==> src/hw/coag_pkg.sv <==
// Constants, opcode map and types for the operand address generator
// Assumes a byte-wide memory bus and a 16-bit address space
package coag_pkg;
  localparam int DW = 8;
  localparam int AW = 16;
  localparam logic [15:0] PC_RESET = 16'h0000;
  localparam logic [7:0] PAGE0_HI = 8'h00;
  localparam logic [7:0] NO_OFFSET = 8'h00;

  ////////////////////////////////////////////////////////////////////////
  // Opcode columns (high nibble)
  localparam logic [3:0] COL_BRBIT = 4'h0;
  localparam logic [3:0] COL_BITSC = 4'h1;
  localparam logic [3:0] COL_RMW_D = 4'h3;
  localparam logic [3:0] COL_INH_A = 4'h4;
  localparam logic [3:0] COL_INH_X = 4'h5;
  localparam logic [3:0] COL_RMW_X = 4'h7;
  localparam logic [3:0] COL_CTL8  = 4'h8;
  localparam logic [3:0] COL_CTL9  = 4'h9;
  localparam logic [3:0] COL_IMM   = 4'ha;
  localparam logic [3:0] COL_DIR   = 4'hb;
  localparam logic [3:0] COL_EXT   = 4'hc;
  localparam logic [3:0] COL_IX    = 4'hf;

  // Legal low nibbles per column group
  localparam logic [15:0] MASK_RMW  = 16'hb7d9;
  localparam logic [15:0] MASK_IMM  = 16'h4f7f;
  localparam logic [15:0] MASK_CTL8 = 16'hc00b;
  localparam logic [15:0] MASK_CTL9 = 16'hbf80;

  // Register/memory column low nibbles
  localparam logic [3:0] LO_SUB = 4'h0;
  localparam logic [3:0] LO_CMP = 4'h1;
  localparam logic [3:0] LO_SBC = 4'h2;
  localparam logic [3:0] LO_CPX = 4'h3;
  localparam logic [3:0] LO_AND = 4'h4;
  localparam logic [3:0] LO_BIT = 4'h5;
  localparam logic [3:0] LO_LOAD_A = 4'h6;
  localparam logic [3:0] LO_STA = 4'h7;
  localparam logic [3:0] LO_EOR = 4'h8;
  localparam logic [3:0] LO_ADC = 4'h9;
  localparam logic [3:0] LO_ORA = 4'ha;
  localparam logic [3:0] LO_ADD = 4'hb;
  localparam logic [3:0] LO_JMP = 4'hc;
  localparam logic [3:0] LO_JSR = 4'hd;
  localparam logic [3:0] LO_LDX = 4'he;
  localparam logic [3:0] LO_STX = 4'hf;

  // Read-modify-write low nibbles
  localparam logic [3:0] LO_NEG = 4'h0;
  localparam logic [3:0] LO_COM = 4'h3;
  localparam logic [3:0] LO_LSR = 4'h4;
  localparam logic [3:0] LO_ROR = 4'h6;
  localparam logic [3:0] LO_ASR = 4'h7;
  localparam logic [3:0] LO_LSL = 4'h8;
  localparam logic [3:0] LO_ROL = 4'h9;
  localparam logic [3:0] LO_DEC = 4'ha;
  localparam logic [3:0] LO_INC = 4'hc;
  localparam logic [3:0] LO_TST = 4'hd;
  localparam logic [3:0] LO_CLR = 4'hf;

  // Inherent control opcodes
  localparam logic [7:0] OP_MUL  = 8'h42;
  localparam logic [7:0] OP_STOP = 8'h8e;
  localparam logic [7:0] OP_WAIT = 8'h8f;
  localparam logic [7:0] OP_TAX  = 8'h97;
  localparam logic [7:0] OP_CLC  = 8'h98;
  localparam logic [7:0] OP_SEC  = 8'h99;
  localparam logic [7:0] OP_CLI  = 8'h9a;
  localparam logic [7:0] OP_SEI  = 8'h9b;
  localparam logic [7:0] OP_TXA  = 8'h9f;

  typedef enum logic [2:0] {
    mode_inh, mode_imm, mode_dir, mode_ext, mode_ix, mode_none
  } coag_mode_t;

  typedef enum logic [3:0] {
    cls_load_a, cls_load_x, cls_store_a, cls_store_x, cls_alu, cls_cpx,
    cls_jmp, cls_jsr, cls_rmw, cls_bitsc, cls_brbit, cls_inh
  } coag_cls_t;

  typedef enum logic [3:0] {
    st_fetch, st_imm, st_addr_hi, st_addr_lo, st_index, st_operand,
    st_write, st_rel, st_inh1, st_inh2, st_halt
  } coag_state_t;
endpackage

==> src/hw/coag_core.sv <==
// Operand fetch and effective-address generation for an 8-bit CPU
// Assumes single-cycle combinational memory read on the internal bus
module coag_core #(
  parameter logic [15:0] PC_INIT = coag_pkg::PC_RESET
) (
  // Clock, reset, enable
  input  wire logic               clk,
  input  wire logic               nrst,
  input  wire logic               ce,
  // Memory bus
  output logic [15:0]             mem_addr,
  output logic                    mem_rd,
  output logic                    mem_wr,
  output logic [7:0]              mem_wdata,
  input  wire logic [7:0]         mem_rdata,
  // Interrupt pin
  input  wire logic               irq_n,
  // Programmer-visible state
  output logic [7:0]              acc,
  output logic [7:0]              idx,
  output logic [15:0]             pc,
  output logic                    carry,
  output logic                    zero,
  output logic                    irq_enable,
  output logic                    osc_halt,
  output logic                    cpu_wait,
  // Completion report
  output logic                    exec_valid,
  output logic [7:0]              exec_opcode,
  output coag_pkg::coag_mode_t    exec_mode,
  output logic [15:0]             exec_ea,
  output logic [7:0]              exec_data,
  output logic                    bad_opcode
);
  ////////////////////////////////////////////////////////////////////////
  // Datapath functions
  function automatic logic [8:0] alu_f(input logic [3:0] lo,
                                       input logic [7:0] a,
                                       input logic [7:0] m,
                                       input logic c);
    unique case (lo)
      coag_pkg::LO_SUB, coag_pkg::LO_CMP,
      coag_pkg::LO_CPX: alu_f = {1'b0, a} - {1'b0, m};
      coag_pkg::LO_SBC: alu_f = {1'b0, a} - {1'b0, m} - {8'h00, c};
      coag_pkg::LO_AND,
      coag_pkg::LO_BIT: alu_f = {c, a & m};
      coag_pkg::LO_EOR: alu_f = {c, a ^ m};
      coag_pkg::LO_ADC: alu_f = {1'b0, a} + {1'b0, m} + {8'h00, c};
      coag_pkg::LO_ORA: alu_f = {c, a | m};
      coag_pkg::LO_ADD: alu_f = {1'b0, a} + {1'b0, m};
      default:          alu_f = {c, m};
    endcase
  endfunction

  function automatic logic [8:0] rmw_f(input logic [3:0] lo,
                                       input logic [7:0] v,
                                       input logic c);
    unique case (lo)
      coag_pkg::LO_NEG: rmw_f = {v != 8'h00, 8'h00 - v};
      coag_pkg::LO_COM: rmw_f = {1'b1, ~v};
      coag_pkg::LO_LSR: rmw_f = {v[0], 1'b0, v[7:1]};
      coag_pkg::LO_ROR: rmw_f = {v[0], c, v[7:1]};
      coag_pkg::LO_ASR: rmw_f = {v[0], v[7], v[7:1]};
      coag_pkg::LO_LSL: rmw_f = {v[7], v[6:0], 1'b0};
      coag_pkg::LO_ROL: rmw_f = {v[7], v[6:0], c};
      coag_pkg::LO_DEC: rmw_f = {c, v - 8'h01};
      coag_pkg::LO_INC: rmw_f = {c, v + 8'h01};
      coag_pkg::LO_CLR: rmw_f = {c, 8'h00};
      default:          rmw_f = {c, v};
    endcase
  endfunction

  function automatic logic [7:0] ea_bit_f(input logic [7:0] v,
                                          input logic [2:0] n,
                                          input logic s);
    ea_bit_f    = v;
    ea_bit_f[n] = s;
  endfunction

  ////////////////////////////////////////////////////////////////////////
  // Reset release and pin synchroniser
  logic rst_q1;
  logic rst_n;
  logic irq_q1;
  logic irq_q2;

  always_ff @(posedge clk or negedge nrst)
  begin
    if (!nrst)
    begin
      rst_q1 <= 1'b0;
      rst_n  <= 1'b0;
    end
    else
    begin
      rst_q1 <= 1'b1;
      rst_n  <= rst_q1;
    end
  end

  always_ff @(posedge clk or negedge rst_n)
  begin
    if (!rst_n)
    begin
      irq_q1 <= 1'b1;
      irq_q2 <= 1'b1;
    end
    else if (ce)
    begin
      irq_q1 <= irq_n;
      irq_q2 <= irq_q1;
    end
  end

  ////////////////////////////////////////////////////////////////////////
  // Decode
  coag_pkg::coag_state_t state;
  coag_pkg::coag_state_t next_state;
  coag_pkg::coag_mode_t  mode;
  coag_pkg::coag_cls_t   cls;
  logic [7:0]  opcode;
  logic [7:0]  addr_hi;
  logic [15:0] ea;
  logic [7:0]  wb_data;
  logic        imask;
  logic        legal;
  logic        br_hit_q;

  wire logic       in_fetch = (state == coag_pkg::st_fetch);
  wire logic [7:0] cur_op   = in_fetch ? mem_rdata : opcode;
  wire logic [3:0] lo       = cur_op[3:0];
  wire logic [2:0] bit_n    = cur_op[3:1];

  coag_decode u_decode (
    .opcode (cur_op),
    .mode   (mode),
    .cls    (cls),
    .legal  (legal)
  );

  wire logic is_store = (cls == coag_pkg::cls_store_a) ||
                        (cls == coag_pkg::cls_store_x);
  wire logic is_jump  = (cls == coag_pkg::cls_jmp) ||
                        (cls == coag_pkg::cls_jsr);
  wire logic rmw_wb   = ((cls == coag_pkg::cls_rmw) &&
                         (lo != coag_pkg::LO_TST)) ||
                        (cls == coag_pkg::cls_bitsc);

  ////////////////////////////////////////////////////////////////////////
  // Bus drive
  wire logic pc_cycle = (state == coag_pkg::st_fetch) ||
                        (state == coag_pkg::st_imm) ||
                        (state == coag_pkg::st_addr_hi) ||
                        (state == coag_pkg::st_addr_lo) ||
                        (state == coag_pkg::st_rel);
  wire logic op_cycle = (state == coag_pkg::st_operand);
  wire logic ea_read  = op_cycle && !is_store && !is_jump;
  wire logic ea_write = (op_cycle && is_store) ||
                        (state == coag_pkg::st_write);
  // Bus idle while frozen or until reset is released
  wire logic bus_on   = ce && rst_n;

  assign mem_rd    = bus_on && (pc_cycle || ea_read);
  assign mem_wr    = bus_on && ea_write;
  assign mem_addr  = pc_cycle ? pc : ea;
  assign mem_wdata = (cls == coag_pkg::cls_store_a) ? acc :
                     (cls == coag_pkg::cls_store_x) ? idx : wb_data;

  ////////////////////////////////////////////////////////////////////////
  // Operand results
  wire logic [8:0] alu_res = alu_f(lo,
                                   (cls == coag_pkg::cls_cpx) ? idx : acc,
                                   mem_rdata, carry);
  wire logic [8:0] rmw_mem = rmw_f(lo, mem_rdata, carry);
  wire logic       inh_x   = (cur_op[7:4] == coag_pkg::COL_INH_X);
  wire logic [8:0] rmw_reg = rmw_f(lo, inh_x ? idx : acc, carry);
  wire logic [7:0] bit_sc  = ea_bit_f(mem_rdata, bit_n, ~cur_op[0]);
  wire logic       br_hit  = (mem_rdata[bit_n] == ~cur_op[0]);
  wire logic [15:0] br_tgt = pc + 16'h0001 + {{8{mem_rdata[7]}}, mem_rdata};
  wire logic [15:0] mul_p  = {8'h00, acc} * {8'h00, idx};
  wire logic       wakeup  = !irq_q2 && !imask;

  ////////////////////////////////////////////////////////////////////////
  // Sequencer
  always_comb
  begin
    next_state = state;
    unique case (state)
      coag_pkg::st_fetch:
        if (legal)
          unique case (mode)
            coag_pkg::mode_inh: next_state = coag_pkg::st_inh1;
            coag_pkg::mode_imm: next_state = coag_pkg::st_imm;
            coag_pkg::mode_ext: next_state = coag_pkg::st_addr_hi;
            coag_pkg::mode_dir: next_state = coag_pkg::st_addr_lo;
            coag_pkg::mode_ix:  next_state = coag_pkg::st_index;
            default:            next_state = coag_pkg::st_fetch;
          endcase
      coag_pkg::st_addr_hi: next_state = coag_pkg::st_addr_lo;
      coag_pkg::st_addr_lo,
      coag_pkg::st_index:   next_state = coag_pkg::st_operand;
      coag_pkg::st_operand:
        next_state = rmw_wb ? coag_pkg::st_write :
                     (cls == coag_pkg::cls_brbit) ? coag_pkg::st_rel :
                     coag_pkg::st_fetch;
      coag_pkg::st_inh1:    next_state = coag_pkg::st_inh2;
      coag_pkg::st_inh2:
        next_state = (opcode == coag_pkg::OP_STOP ||
                      opcode == coag_pkg::OP_WAIT) ? coag_pkg::st_halt
                                                   : coag_pkg::st_fetch;
      coag_pkg::st_halt:
        next_state = wakeup ? coag_pkg::st_fetch : coag_pkg::st_halt;
      default:              next_state = coag_pkg::st_fetch;
    endcase
  end

  wire logic done = (next_state == coag_pkg::st_fetch) && !in_fetch &&
                    (state != coag_pkg::st_halt);

  always_ff @(posedge clk or negedge rst_n)
  begin
    if (!rst_n)
      state <= coag_pkg::st_fetch;
    else if (ce)
      state <= next_state;
  end

  // Program counter steps on every byte read at it
  always_ff @(posedge clk or negedge rst_n)
  begin
    if (!rst_n)
      pc <= PC_INIT;
    else if (ce)
    begin
      if (op_cycle && is_jump)
        pc <= ea;
      else if (state == coag_pkg::st_rel && br_hit_q)
        pc <= br_tgt;
      else if (pc_cycle)
        pc <= pc + 16'h0001;
    end
  end

  ////////////////////////////////////////////////////////////////////////
  // Address formation
  always_ff @(posedge clk or negedge rst_n)
  begin
    if (!rst_n)
    begin
      opcode   <= 8'h00;
      addr_hi  <= coag_pkg::PAGE0_HI;
      ea       <= 16'h0000;
      wb_data  <= 8'h00;
      br_hit_q <= 1'b0;
    end
    else if (ce)
    begin
      if (in_fetch)
      begin
        opcode  <= mem_rdata;
        addr_hi <= coag_pkg::PAGE0_HI;
      end
      if (state == coag_pkg::st_addr_hi)
        addr_hi <= mem_rdata;
      if (state == coag_pkg::st_addr_lo)
        ea <= {addr_hi, mem_rdata};
      if (state == coag_pkg::st_index)
        ea <= {coag_pkg::PAGE0_HI, idx + coag_pkg::NO_OFFSET};
      if (op_cycle)
      begin
        wb_data  <= (cls == coag_pkg::cls_bitsc) ? bit_sc : rmw_mem[7:0];
        br_hit_q <= br_hit;
      end
    end
  end

  ////////////////////////////////////////////////////////////////////////
  // Registers and flags
  wire logic mem_data = (state == coag_pkg::st_imm) || ea_read;
  wire logic alu_wr   = (lo != coag_pkg::LO_CMP) && (lo != coag_pkg::LO_BIT);

  always_ff @(posedge clk or negedge rst_n)
  begin
    if (!rst_n)
    begin
      acc   <= 8'h00;
      idx   <= 8'h00;
      carry <= 1'b0;
      zero  <= 1'b0;
      imask <= 1'b1;
    end
    else if (ce)
    begin
      if (mem_data)
        unique case (cls)
          coag_pkg::cls_load_a: acc <= mem_rdata;
          coag_pkg::cls_load_x: idx <= mem_rdata;
          coag_pkg::cls_alu:
          begin
            if (alu_wr)
              acc <= alu_res[7:0];
            carry <= alu_res[8];
            zero  <= (alu_res[7:0] == 8'h00);
          end
          coag_pkg::cls_cpx:
          begin
            carry <= alu_res[8];
            zero  <= (alu_res[7:0] == 8'h00);
          end
          coag_pkg::cls_rmw:
          begin
            carry <= rmw_mem[8];
            zero  <= (rmw_mem[7:0] == 8'h00);
          end
          default:
            zero <= zero;
        endcase
      if (state == coag_pkg::st_inh2)
      begin
        if (opcode == coag_pkg::OP_MUL)
          {idx, acc} <= mul_p;
        else if (opcode == coag_pkg::OP_TAX)
          idx <= acc;
        else if (opcode == coag_pkg::OP_TXA)
          acc <= idx;
        else if (opcode == coag_pkg::OP_CLC || opcode == coag_pkg::OP_SEC)
          carry <= opcode[0];
        else if (opcode == coag_pkg::OP_CLI || opcode == coag_pkg::OP_SEI)
          imask <= opcode[0];
        else if (opcode == coag_pkg::OP_STOP || opcode == coag_pkg::OP_WAIT)
          imask <= 1'b0;
        else if (opcode[7:4] == coag_pkg::COL_INH_A ||
                 opcode[7:4] == coag_pkg::COL_INH_X)
        begin
          if (inh_x)
            idx <= rmw_reg[7:0];
          else if (lo != coag_pkg::LO_TST)
            acc <= rmw_reg[7:0];
          carry <= rmw_reg[8];
          zero  <= (rmw_reg[7:0] == 8'h00);
        end
      end
    end
  end

  ////////////////////////////////////////////////////////////////////////
  // Low-power state and completion report
  always_ff @(posedge clk or negedge rst_n)
  begin
    if (!rst_n)
    begin
      osc_halt    <= 1'b0;
      cpu_wait    <= 1'b0;
      exec_valid  <= 1'b0;
      bad_opcode  <= 1'b0;
      exec_opcode <= 8'h00;
      exec_mode   <= coag_pkg::mode_none;
      exec_ea     <= 16'h0000;
      exec_data   <= 8'h00;
    end
    else if (ce)
    begin
      if (state == coag_pkg::st_inh2)
      begin
        osc_halt <= (opcode == coag_pkg::OP_STOP);
        cpu_wait <= (opcode == coag_pkg::OP_WAIT);
      end
      else if (state == coag_pkg::st_halt && wakeup)
      begin
        osc_halt <= 1'b0;
        cpu_wait <= 1'b0;
      end
      exec_valid <= done;
      bad_opcode <= in_fetch && !legal;
      if (done)
      begin
        exec_opcode <= opcode;
        exec_mode   <= mode;
        exec_ea     <= ea;
      end
      if (mem_data)
        exec_data <= mem_rdata;
    end
  end

  assign irq_enable = !imask;
endmodule

==> src/hw/coag_decode.sv <==
// Opcode decoder: addressing mode, operation class and legality
// Assumes the opcode is stable for the whole cycle it is read
module coag_decode (
  // Opcode
  input  wire logic [7:0]         opcode,
  // Decoded fields
  output coag_pkg::coag_mode_t    mode,
  output coag_pkg::coag_cls_t     cls,
  output logic                    legal
);
  function automatic coag_pkg::coag_cls_t col_cls(input logic [3:0] lo);
    unique case (lo)
      coag_pkg::LO_LOAD_A: col_cls = coag_pkg::cls_load_a;
      coag_pkg::LO_LDX: col_cls = coag_pkg::cls_load_x;
      coag_pkg::LO_STA: col_cls = coag_pkg::cls_store_a;
      coag_pkg::LO_STX: col_cls = coag_pkg::cls_store_x;
      coag_pkg::LO_CPX: col_cls = coag_pkg::cls_cpx;
      coag_pkg::LO_JMP: col_cls = coag_pkg::cls_jmp;
      coag_pkg::LO_JSR: col_cls = coag_pkg::cls_jsr;
      default:          col_cls = coag_pkg::cls_alu;
    endcase
  endfunction

  wire logic [3:0] hi = opcode[7:4];
  wire logic [3:0] lo = opcode[3:0];
  // Immediate: no stores, jumps or subroutine calls
  wire logic is_imm   = (hi == coag_pkg::COL_IMM) &&
                        coag_pkg::MASK_IMM[lo];
  wire logic is_ext   = (hi == coag_pkg::COL_EXT);
  wire logic is_dcol  = (hi == coag_pkg::COL_DIR);
  wire logic is_xcol  = (hi == coag_pkg::COL_IX);
  wire logic rmw_ok   = coag_pkg::MASK_RMW[lo];
  wire logic rmw_d    = (hi == coag_pkg::COL_RMW_D) && rmw_ok;
  wire logic rmw_x    = (hi == coag_pkg::COL_RMW_X) && rmw_ok;
  wire logic is_bsc   = (hi == coag_pkg::COL_BITSC);
  wire logic is_brb   = (hi == coag_pkg::COL_BRBIT);
  // Direct: all extended operations plus memory RMW and bit ops
  wire logic is_dir   = is_dcol || rmw_d || is_bsc || is_brb;
  // Indexed no offset: direct set minus bit operations
  wire logic is_ix    = is_xcol || rmw_x;
  wire logic inh_ax   = ((hi == coag_pkg::COL_INH_A) ||
                         (hi == coag_pkg::COL_INH_X)) && rmw_ok;
  wire logic inh_ctl  = (opcode == coag_pkg::OP_MUL) ||
                        ((hi == coag_pkg::COL_CTL8) &&
                         coag_pkg::MASK_CTL8[lo]) ||
                        ((hi == coag_pkg::COL_CTL9) &&
                         coag_pkg::MASK_CTL9[lo]);
  wire logic is_inh   = inh_ax || inh_ctl;

  assign legal = is_inh || is_imm || is_ext || is_dir || is_ix;
  assign mode  = is_inh ? coag_pkg::mode_inh :
                 is_imm ? coag_pkg::mode_imm :
                 is_ext ? coag_pkg::mode_ext :
                 is_dir ? coag_pkg::mode_dir :
                 is_ix  ? coag_pkg::mode_ix  : coag_pkg::mode_none;
  assign cls   = is_inh             ? coag_pkg::cls_inh   :
                 is_brb             ? coag_pkg::cls_brbit :
                 is_bsc             ? coag_pkg::cls_bitsc :
                 (rmw_d || rmw_x)   ? coag_pkg::cls_rmw   : col_cls(lo);
endmodule

==> config.mk <==
export PLATFORM = sky130hd
export DESIGN_NAME = coag_core
export DESIGN_NICKNAME = d
export VERILOG_FILES = /design/src/hw/coag_pkg.sv /design/src/hw/coag_core.sv /design/src/hw/coag_decode.sv
export SDC_FILE = /design/constraint.sdc
export NUM_CORES = 1
export LEC_CHECK = 0
export ABC_AREA = 1
export BUFFER_PORTS_ARGS = -buffer_cell sky130_fd_sc_hd__buf_2
export CAP_MARGIN = 15
export CORE_MARGIN = 2
export CORE_UTILIZATION = 51
export DETAILED_ROUTE_END_ITERATION = 8
export PLACE_DENSITY = 0.7
export SYNTH_ARGS = -nofsm -noshare
export SYNTH_HDL_FRONTEND = slang
export SYNTH_SLANG_ARGS = --single-unit
==> constraint.sdc <==
create_clock -name clk -period 4.6 [get_ports clk]
set_clock_uncertainty 0.15 [all_clocks]
set_input_delay 0.23 -clock clk [delete_from_list [all_inputs] [get_ports clk]]
set_output_delay 0.23 -clock clk [all_outputs]
set_load 0.02 [all_outputs]
== After elaboration in Yosys (flattened, before gate mapping) ==
Memories as Yosys holds them, arrays and structs flattened.
Cells that the tools add are included.
W data, S select, Z words.

* ROM bits: 64
* Output and inout bits: 100
* Logic and storage cells: 301
* Memories kept: 4
* Bits in registers: 123
* Input bits: 12

* $add $sub $neg: 12
* Multiplexer cells: 92
* Magnitude comparators: 3
* Bitwise gates (word level): 10
* Reductions and logical operators: 84
* Equal/unequal tests: 71
* Multipliers: 1

{| class="wikitable"
|+ Memory list
! memory !! depth !! bits a word !! rd ports !! clocked after Yosys merged registers in !! write ports !! RTL line !! text
|-
| (name not given) || 16 || 1 || 1 || 0 || 0 || coag_decode.sv:32 || <nowiki>wire logic rmw_ok = coag_pkg::MASK_RMW[lo];</nowiki>
|-
| (name not given) || 16 || 1 || 1 || 0 || 0 || coag_decode.sv:45 || <nowiki>coag_pkg::MASK_CTL8[lo]) ||</nowiki>
|-
| (name not given) || 16 || 1 || 1 || 0 || 0 || coag_decode.sv:28 || <nowiki>coag_pkg::MASK_IMM[lo];</nowiki>
|-
| (name not given) || 16 || 1 || 1 || 0 || 0 || coag_decode.sv:47 || <nowiki>coag_pkg::MASK_CTL9[lo]);</nowiki>
|}

{| class="wikitable"
|+ Operator list
! kind !! count
|-
| $mux W8 || 31
|-
| $pmux W9 S10 || 2
|-
| $mux W16 || 6
|-
| $eq A4 B4 Y1 const B || 20
|-
| $eq A4 B3 Y1 const B || 17
|-
| $eq A8 B8 Y1 const B || 8
|-
| $pmux W9 S7 || 1
|-
| $mux W1 || 30
|-
| $eq A4 B2 Y1 const B || 7
|-
| $mux W4 || 7
|-
| $pmux W4 S7 || 1
|-
| $logic_or A1 B1 Y1 || 27
|-
| $ne A9 B9 Y1 const B || 3
|-
| $logic_not A8 Y1 || 3
|-
| $logic_and A1 B1 Y1 || 22
|-
| $pmux W3 S7 || 1
|-
| $logic_not A4 Y1 || 5
|-
| $pmux W4 S5 || 1
|-
| $mux W3 || 6
|-
| $add A16 B1 Y16 const B || 1
|-
| $add A16 B16 Y16 || 1
|-
| $add A8 B1 Y8 const B || 2
|-
| $eq A4 B1 Y1 const B || 4
|-
| $eq A8 B7 Y1 const B || 2
|-
| other kinds (38) || 65
|}

== Depth between registers and ports, before layout ==
Gate-level depths: netlist of run 1.

* Word-level depth: 28
* Gate-level depth with buffers: 45
* Mapped depth without buffers: 43

== Hierarchy ==
Synthesis of run 1 repeated with hierarchy kept, for this count alone.

* Cells, all modules: 2187
* Area total of the unflattened synthesis: 14282.4 um2

{| class="wikitable"
|+ Modules (own cells, without submodules)
! module !! cells an instance !! area an instance (um2) !! times used !! sequential area each (um2)
|-
| coag_core || 2088 || 13700.6 || 1 || 3084.2
|-
| coag_decode || 99 || 581.8 || 1 || 0.0
|}

== Worst setup path before layout of run 1 ==
No wires, ideal clock.

* Kind: input -> register
* Start: input mem_rdata[1]
* End: register acc[2]
* Data required time: 4.317 ns
* Stages: 34
* Arrival time: 4.545 ns
* Slack: -0.228 ns
* Library setup time: 0.133 ns
* Buffers on the path: 2
* Cells stage by stage: buf_2 clkinv_1 nand3_1 nand2_1 nor2_4 nand2_2 nand2_2 nor2_4 nand3_2 nand3b_4 nand3_1 inv_1 nand2_1 clkbuf_1 nand2_1 o21ai_0 ha_1 inv_1 fa_1 inv_1 ha_1 or2_2 nand3_1 o21ai_0 nor2_1 nand3_1 o21ai_0 nand2_1 nand3_1 o21ai_0 nand2_1 o211ai_1 nand2_1 o21ai_0

* Cells in the longest elaborated chain, start to end: 27
* Elaborated cells on any way between the ends: 81
* Those cells by class: add/sub: 4; eq/ne: 25; mux: 25; bitwise: 3; reduce/logical: 21; memory: 3

{| class="wikitable"
|+ Ends and longest elaborated chain
! element !! RTL line !! text
|-
| from (decl) || coag_core.sv:15 || <nowiki>input wire logic [7:0] mem_rdata,</nowiki>
|-
| $mux W8 || n/a ||
|-
| $mem_v2 Z16 W1 || n/a ||
|-
| $mux W1 (implied by the code) || coag_decode.sv:32 ||
|-
| $logic_and A1 B1 Y1, on equally long branches || coag_decode.sv:33, coag_decode.sv:34 ||
|-
| $logic_or A1 B1 Y1 || coag_decode.sv:59 || <nowiki>(rmw_d || rmw_x) ? coag_pkg::cls_rmw : col_cls(lo);</nowiki>
|-
| $mux W4 || coag_decode.sv:59 ||
|-
| $mux W4 || coag_decode.sv:58 || <nowiki>is_bsc ? coag_pkg::cls_bitsc :</nowiki>
|-
| $mux W4 || coag_decode.sv:57 || <nowiki>is_brb ? coag_pkg::cls_brbit :</nowiki>
|-
| (+11 left out) || n/a ||
|-
| $mux W8 || coag_core.sv:332 || <nowiki>else if (opcode[7:4] == coag_pkg::COL_INH_A ||</nowiki>
|-
| $mux W8 || coag_core.sv:330 || <nowiki>else if (opcode == coag_pkg::OP_STOP || opcode == coag_pkg::OP_WAIT)</nowiki>
|-
| $mux W8 || coag_core.sv:328 || <nowiki>else if (opcode == coag_pkg::OP_CLI || opcode == coag_pkg::OP_SEI)</nowiki>
|-
| $mux W8 || coag_core.sv:326 || <nowiki>else if (opcode == coag_pkg::OP_CLC || opcode == coag_pkg::OP_SEC)</nowiki>
|-
| $mux W8 || coag_core.sv:324 || <nowiki>else if (opcode == coag_pkg::OP_TXA)</nowiki>
|-
| $mux W8 || coag_core.sv:322 || <nowiki>else if (opcode == coag_pkg::OP_TAX)</nowiki>
|-
| $mux W8 || coag_core.sv:320 || <nowiki>if (opcode == coag_pkg::OP_MUL)</nowiki>
|-
| $mux W8 * || coag_core.sv:318 || <nowiki>if (state == coag_pkg::st_inh2)</nowiki>
|-
| to (signal assigned) || coag_core.sv:321 || <nowiki>{idx, acc} <= mul_p;</nowiki>
|-
| to (signal assigned) || coag_core.sv:325 || <nowiki>acc <= idx;</nowiki>
|-
| to (signal assigned) || coag_core.sv:338 || <nowiki>acc <= rmw_reg[7:0];</nowiki>
|-
| to (decl) || coag_core.sv:19 || <nowiki>output logic [7:0] acc,</nowiki>
|}

Every way passes the cells marked *; elsewhere a longest branch is shown, timed or not. The select of a mux whose other input is x is not followed.
A chain may end at the register's enable or synchronous reset.

== Worst setup path after layout of run 1 ==
* Start: register state[1]
* End: register acc[4]

* Cells in the longest elaborated chain, start to end: 28
* Elaborated cells on any way between the ends: 99
* Those cells by class: add/sub: 7; eq/ne: 35; mux: 26; bitwise: 4; reduce/logical: 24; memory: 3

{| class="wikitable"
|+ Ends and longest elaborated chain
! element !! RTL line !! text
|-
| from (decl) || coag_core.sv:117 || <nowiki>coag_pkg::coag_state_t state;</nowiki>
|-
| from (signal assigned) || coag_core.sv:223 || <nowiki>state <= coag_pkg::st_fetch;</nowiki>
|-
| from (signal assigned) || coag_core.sv:225 || <nowiki>state <= next_state;</nowiki>
|-
| $logic_not A4 Y1 || coag_core.sv:129 || <nowiki>wire logic in_fetch = (state == coag_pkg::st_fetch);</nowiki>
|-
| $mux W8 || n/a ||
|-
| $mem_v2 Z16 W1 || n/a ||
|-
| $mux W1 (implied by the code) || coag_decode.sv:32 ||
|-
| $logic_and A1 B1 Y1, on equally long branches || coag_decode.sv:33, coag_decode.sv:34 ||
|-
| $logic_or A1 B1 Y1 || coag_decode.sv:59 ||
|-
| $mux W4 || coag_decode.sv:59 ||
|-
| $mux W4 || coag_decode.sv:58 ||
|-
| (+12 left out) || n/a ||
|-
| $mux W8 || coag_core.sv:332 ||
|-
| $mux W8 || coag_core.sv:330 ||
|-
| $mux W8 || coag_core.sv:328 ||
|-
| $mux W8 || coag_core.sv:326 ||
|-
| $mux W8 || coag_core.sv:324 ||
|-
| $mux W8 || coag_core.sv:322 ||
|-
| $mux W8 || coag_core.sv:320 ||
|-
| $mux W8 * || coag_core.sv:318 ||
|}

Marked as above.

==> results.ini, run 1 <==
[layout]
final_util = 0.673
area.growth.synth_to_final_pct = 30.9
nets = 2696
diodes = 0
layout-drive-gt1-share = 0.275
instances_no_fill = 2939
stdcell_area_sq_um = 18600

[floorplanning]
rows = 61
start_util = 0.514
die_y_um = 171
die_w_um = 171
core_sq_um = 27600
dieArea_sq_um = 29200
ios = 112

[setup_path]
rr_endpoint = acc[4]
crit_buf_inv = 7
r2r_slack_ns = -0.20
startpoint_type = flop
critical_path.max_stage_delay_ns = 0.43
cpLargestDelayFamily = simple AND/OR/NAND/NOR gates
critical_path.slowest_cell = fa_2
startpoint = state[1]
critPathKind = reg -> reg
reg2reg_depth = 36
crit_path_end = acc[4]
crit_cells = 36
crit_required_ns = 4.78
crit_path_end_kind = flop
r2r-start = state[1]
critPathArrivalTime_ns = 4.98
worstPathMaxFanout = 8

[place]
io_buffers = 111
place_area_sq_um = 16600
gp_congestion = 1.08
dp_hpwl_mm = 45.3
dp.cells = 2858

[detailed_routing]
drcViolationCount = 0
drtIter0Drc = 1798
wl_per_cell_um = 20.3
first_pass_iters = 9
via_per_inst = 5.76
ant_nets = 0
wl_mm = 59.8
num_vias = 16900

[run]
drv_cap = 0

[sta]
finalWorstSetupSlack_ns = -0.199
min_period_over_period = 1.04
finalMaxSlewViolations = 0
tightestPinTransition_ns = 0.874
setup_viol = 10
fin_crit_ns = 4.80
worst_slew_margin_rel = 0.415
timing_hold_violations_final = 0
rsz0062_at_grt = true
fmax_ghz = 0.208

[synthesis]
netlist.area_leader.share = 0.208
ys_seq_area_frac = 0.217
ys_ff_latch = 123
synth.avg_cell_area_sq_um = 6.38
ys_types = 57
synth_edf_count = 0
syn_nets = 2374
ys_warn_count = 0
netlist_area_sq_um = 14200
synthCells = 2226
synthTopCellsByArea = dfrtp_1 21%, nand2_1 16%, inv_1 8.6%
synthFlopType = dfrtp_1
async_reset_ff_frac = 1.00
synth_top_cell_by_area = dfrtp_1

[global_routing]
grt_use_met2 = 0.678
grt_overflow = 0
grt_busiest_layer = met2
grt_pass1_wl_mm = 90.5
grt_max_degree = 54
met1_usage = 0.484
grt_pass1_vias = 16200
use_met3 = 0.0645
grtUsageTotal = 0.408
grt_antenna_before_repair = 0

[cts]
cts_root_buffer = clkbuf_16
clk_latency_ns = 0.44
cts_tree = built
cts-htree-levels = 4
clkSinkCount = 123
cts_buffers = 17
clk_pin_slew_worst_paths_ns = 0.07
cts.path.max_buffers = 2

[status]
status = finished, violations left
violations = setup timing

[hold_path]
min_path_type = reg -> async

==> kinds of logic after synthesis <==
logic type      Yosys count  share of synthesized area
buf+inv                 426                      0.118
compound gates          470                      0.190
other cells               1                   0.000264
flops                   123                      0.217
simple gates           1046                      0.318
xor+xnor                 24                     0.0148
fa+ha+maj               136                      0.141
==> synth_stat cells (3+ instances only) <==
master and instances:
o211ai_1 32, o21ai_0 177, nor4_1 4, buf_2 13, o31ai_1 8, o21ai_2 12
clkbuf_1 58, nor2_1 163, nand2_2 18, nand3_1 145, clkinv_1 8, o21bai_1 4
dfrtp_1 118, or2_2 13, nand4_1 25, dfstp_2 5, a21oi_1 90, nor2_2 9
o22ai_1 35, buf_4 3, nand2_1 608, ha_1 95, buf_6 7, nor2_4 10
nand3b_1 9, xor2_1 20, o221ai_1 6, a211oi_1 12, a31oi_1 8, nand2_4 4
fa_1 41, xnor2_1 4, o21ai_1 66, inv_2 11, inv_1 324, nor3_1 27
a22oi_1 4
==> cell usage in the layout (no fill, tap or decap), types with 32 or more instances in the layout <==
cell type and count:
a21oi_1 74, buf_2 112, buf_4 245, dfrtp_1 104, fa_1 38, ha_1 76, inv_1 303, nand2_1 550
nand2_2 59, nand3_1 126, nor2_1 144, o211ai_1 32, o21ai_0 145, o21ai_1 79, o22ai_1 34
==> layout make-up <==
class,count,area [sq um]
well taps,378,473
repair buffers,384,2760
clock buffers,17,425
fillers,2493,9030
clock inverters,15,153
flip-flops and latches,123,3100
inverters,344,1300
multi-input cells,1678,10400
==> how the worst min path moves through the flow <==
| stage | end | slack (ns) | cells past startpoint |
|---|---|---|---|
| 6_report | exec_data[7] | 0.17 | 0 |
| 5_1_grt | exec_data[3] | 0.20 | 0 |
| 4_1_cts | exec_data[3] | 0.18 | 0 |
| 3_5_place_dp | rst_q1 | -0.13 | 1 |
| 3_3_place_gp | rst_q1 | -0.14 | 1 |
| 2_1_floorplan | rst_n | -0.22 | 0 |
==> flip-flops by register name, summed over array words and instances (netlist names), 3 cells and up <==
name         cells
exec_ea         16
exec_opcode      8
state            4
pc              16
idx              8
exec_data        8
exec_mode        3
ea              16
acc              8
wb_data          8
addr_hi          8
opcode           8
==> metrics by stage <==
stage	worst slack [ns]	TNS, ns	hold slack [ns]
3_5_place_dp	-0.595	-4.61	-0.133
2_1_floorplan	0.00837	0	-0.216
4_1_cts	-0.0850	-0.371	0.184
3_3_place_gp	-0.550	-4.34	-0.135
6_report	-0.199	-1.09	0.165
5_1_grt	-0.450	-4.27	0.203
==> repair_timing <==
action                                 CTS  global route
setup endpoints to repair               13            15
buffers inserted                        28            17
resized for setup                      145           141
endpoints found under the hold margin    3             0
pin swaps                               75            96
cloned                                   2             0
hold buffers                             3             0
==> routing by layer <==
layer	part of all wire	wire, um	vias to the layer above
li1	-	-	7901
met1	0.38	22600	7868
met2	0.45	27100	892
met3	0.081	4860	281
met4	0.087	5210	0
met5	0	0	-
Power of run 1 is not shown: default switching activity piles up to over one toggle a cycle in this logic, so the estimate is an artifact.
==> inputs of run 2 (changes only) <==
- CTS_BUF_LIST: unset -> sky130_fd_sc_hd__clkbuf_2
==> run 2 against run 1 <==
  * The run still ends with setup timing left
  * Die area unchanged
  * Hold slack worse by 0.036 ns
  * Final cell count up 0.58%
  * Non-clock buffer count up 15
  * Global-route usage down 0.30 points
  * Sequential share of layout area up 0.27 points
  * Final area down 1.6%
==> results.ini, run 2 (same netlist as run 1, synthesis figures left out) <==
[status]
status = finished, violations left
violations = setup timing

[detailed_routing]
drtIter0Drc = 1708
first_pass_iters = 8
drcViolationCount = 0
wl_mm = 60.1
ant_nets = 0
num_vias = 17000
via_per_inst = 5.74
wl_per_cell_um = 20.3

[global_routing]
grt_pass1_vias = 16100
grt_max_degree = 54
grt_antenna_before_repair = 2
grt_pass1_wl_mm = 89.9
grtUsageTotal = 0.405
grt_overflow = 0

[layout]
instances_no_fill = 2956
nets = 2711
layout_commonest_cell = nand2_1
layout-drive-gt1-share = 0.272
stdcell_area_sq_um = 18300
final_cell_mix = 556 x nand2_1, 303 x inv_1, 250 x buf_4
reg.largest.list = ea: 16 flops, exec_ea: 16 flops, pc: 16 flops
area.growth.synth_to_final_pct = 28.8

[sta]
fmax_ghz = 0.209
setup_tns_ns = -1.37
tightestPinTransition_ns = 0.882
fin_crit_ns = 4.79
finalWorstSetupSlack_ns = -0.192
setup_viol = 12
worst_slew_margin_rel = 0.410
rsz0062_at_grt = true
min_period_over_period = 1.04
timing_hold_violations_final = 0
finalMaxSlewViolations = 0

[cts]
cts_root_buffer = clkbuf_2
cts.path.max_buffers = 2
clk_pin_slew_worst_paths_ns = 0.29
clkSinkCount = 123
cts-htree-levels = 4
cts_tree = built
clk_latency_ns = 0.77
cts_buffers = 17

[floorplanning]
core_sq_um = 27600
ios = 112
start_util = 0.514
die_y_um = 171
rows = 61
dieArea_sq_um = 29200
die_w_um = 171

[place]
dp_hpwl_mm = 45.3
place_area_sq_um = 16600
io_buffers = 111
dpl_worst_slack_ns = -0.595
dp.cells = 2858
gp_congestion = 1.08

[setup_path]
startpoint_type = flop
worstPathMaxFanout = 8
critical_path.slowest_cell = fa_2
critPathArrivalTime_ns = 5.35
critical_path.max_stage_delay_ns = 0.54
critPathKind = reg -> reg
crit_path_end_kind = flop
crit_required_ns = 5.16

[hold_path]
min_path_type = in -> async

[run]
drv_cap = 0

==> run 2: final timing paths <==
kind                       startpoint        to  slack (ns)  depth (start not counted)
max                          state[2]    acc[2]       -0.19                         34
min                              nrst     rst_n        0.13                          3
max in group asynchronous       rst_n  osc_halt        3.00                          1
min reg2reg                     rst_n      zero        0.17                          0
min in group clk               rst_q1     rst_n        0.25                          0
max reg2reg                  state[2]    acc[2]       -0.19                         34
==> run 2: layer usage <==
layer  global-route usage  share of wire  vias to the layer above
met5                    0              0                        -
met4                0.262          0.075                        0
met3               0.0604          0.076                      243
met2                0.683           0.47                      862
met1                0.480           0.38                     7911
li1                     -              -                     7939
==> run 2: layout make-up <==
class | instances | area [sq um]
repair buffers | 399 | 2890
clock inverters | 15 | 153
fillers | 2576 | 9330
clock buffers | 17 | 85.1
diodes | 2 | 5.00
multi-input cells | 1678 | 10300
flip-flops and latches | 123 | 3100
inverters | 344 | 1300
well taps | 378 | 473
==> run 2: metrics by stage <==
stage,hold slack [ns],utilization
CTS,0.116,0.637
global route,0.107,0.662
detailed placement,-0.133,0.601
floorplan,-0.216,-
finish,0.130,0.662
global placement,-0.135,0.601
==> run 2: worst max-delay path: cells and delay by family, from the launching register on <==
family	cells	cell delay [ns]
buf+inv	5	0.55
flops	1	0.48
simple gates	21	2.23
fa+ha+maj	2	0.71
compound gates	6	0.63
==> run 2: timing repair <==
item                                    in CTS  in global routing
resized for setup                          117                148
hold endpoints to repair                    43                  0
endpoints found under the setup margin      13                 25
pin swaps                                   54                 84
gates cloned                                 2                  0
hold buffers                                13                  0
setup buffers                               25                 26
Power of run 2 is left out for the same reason.
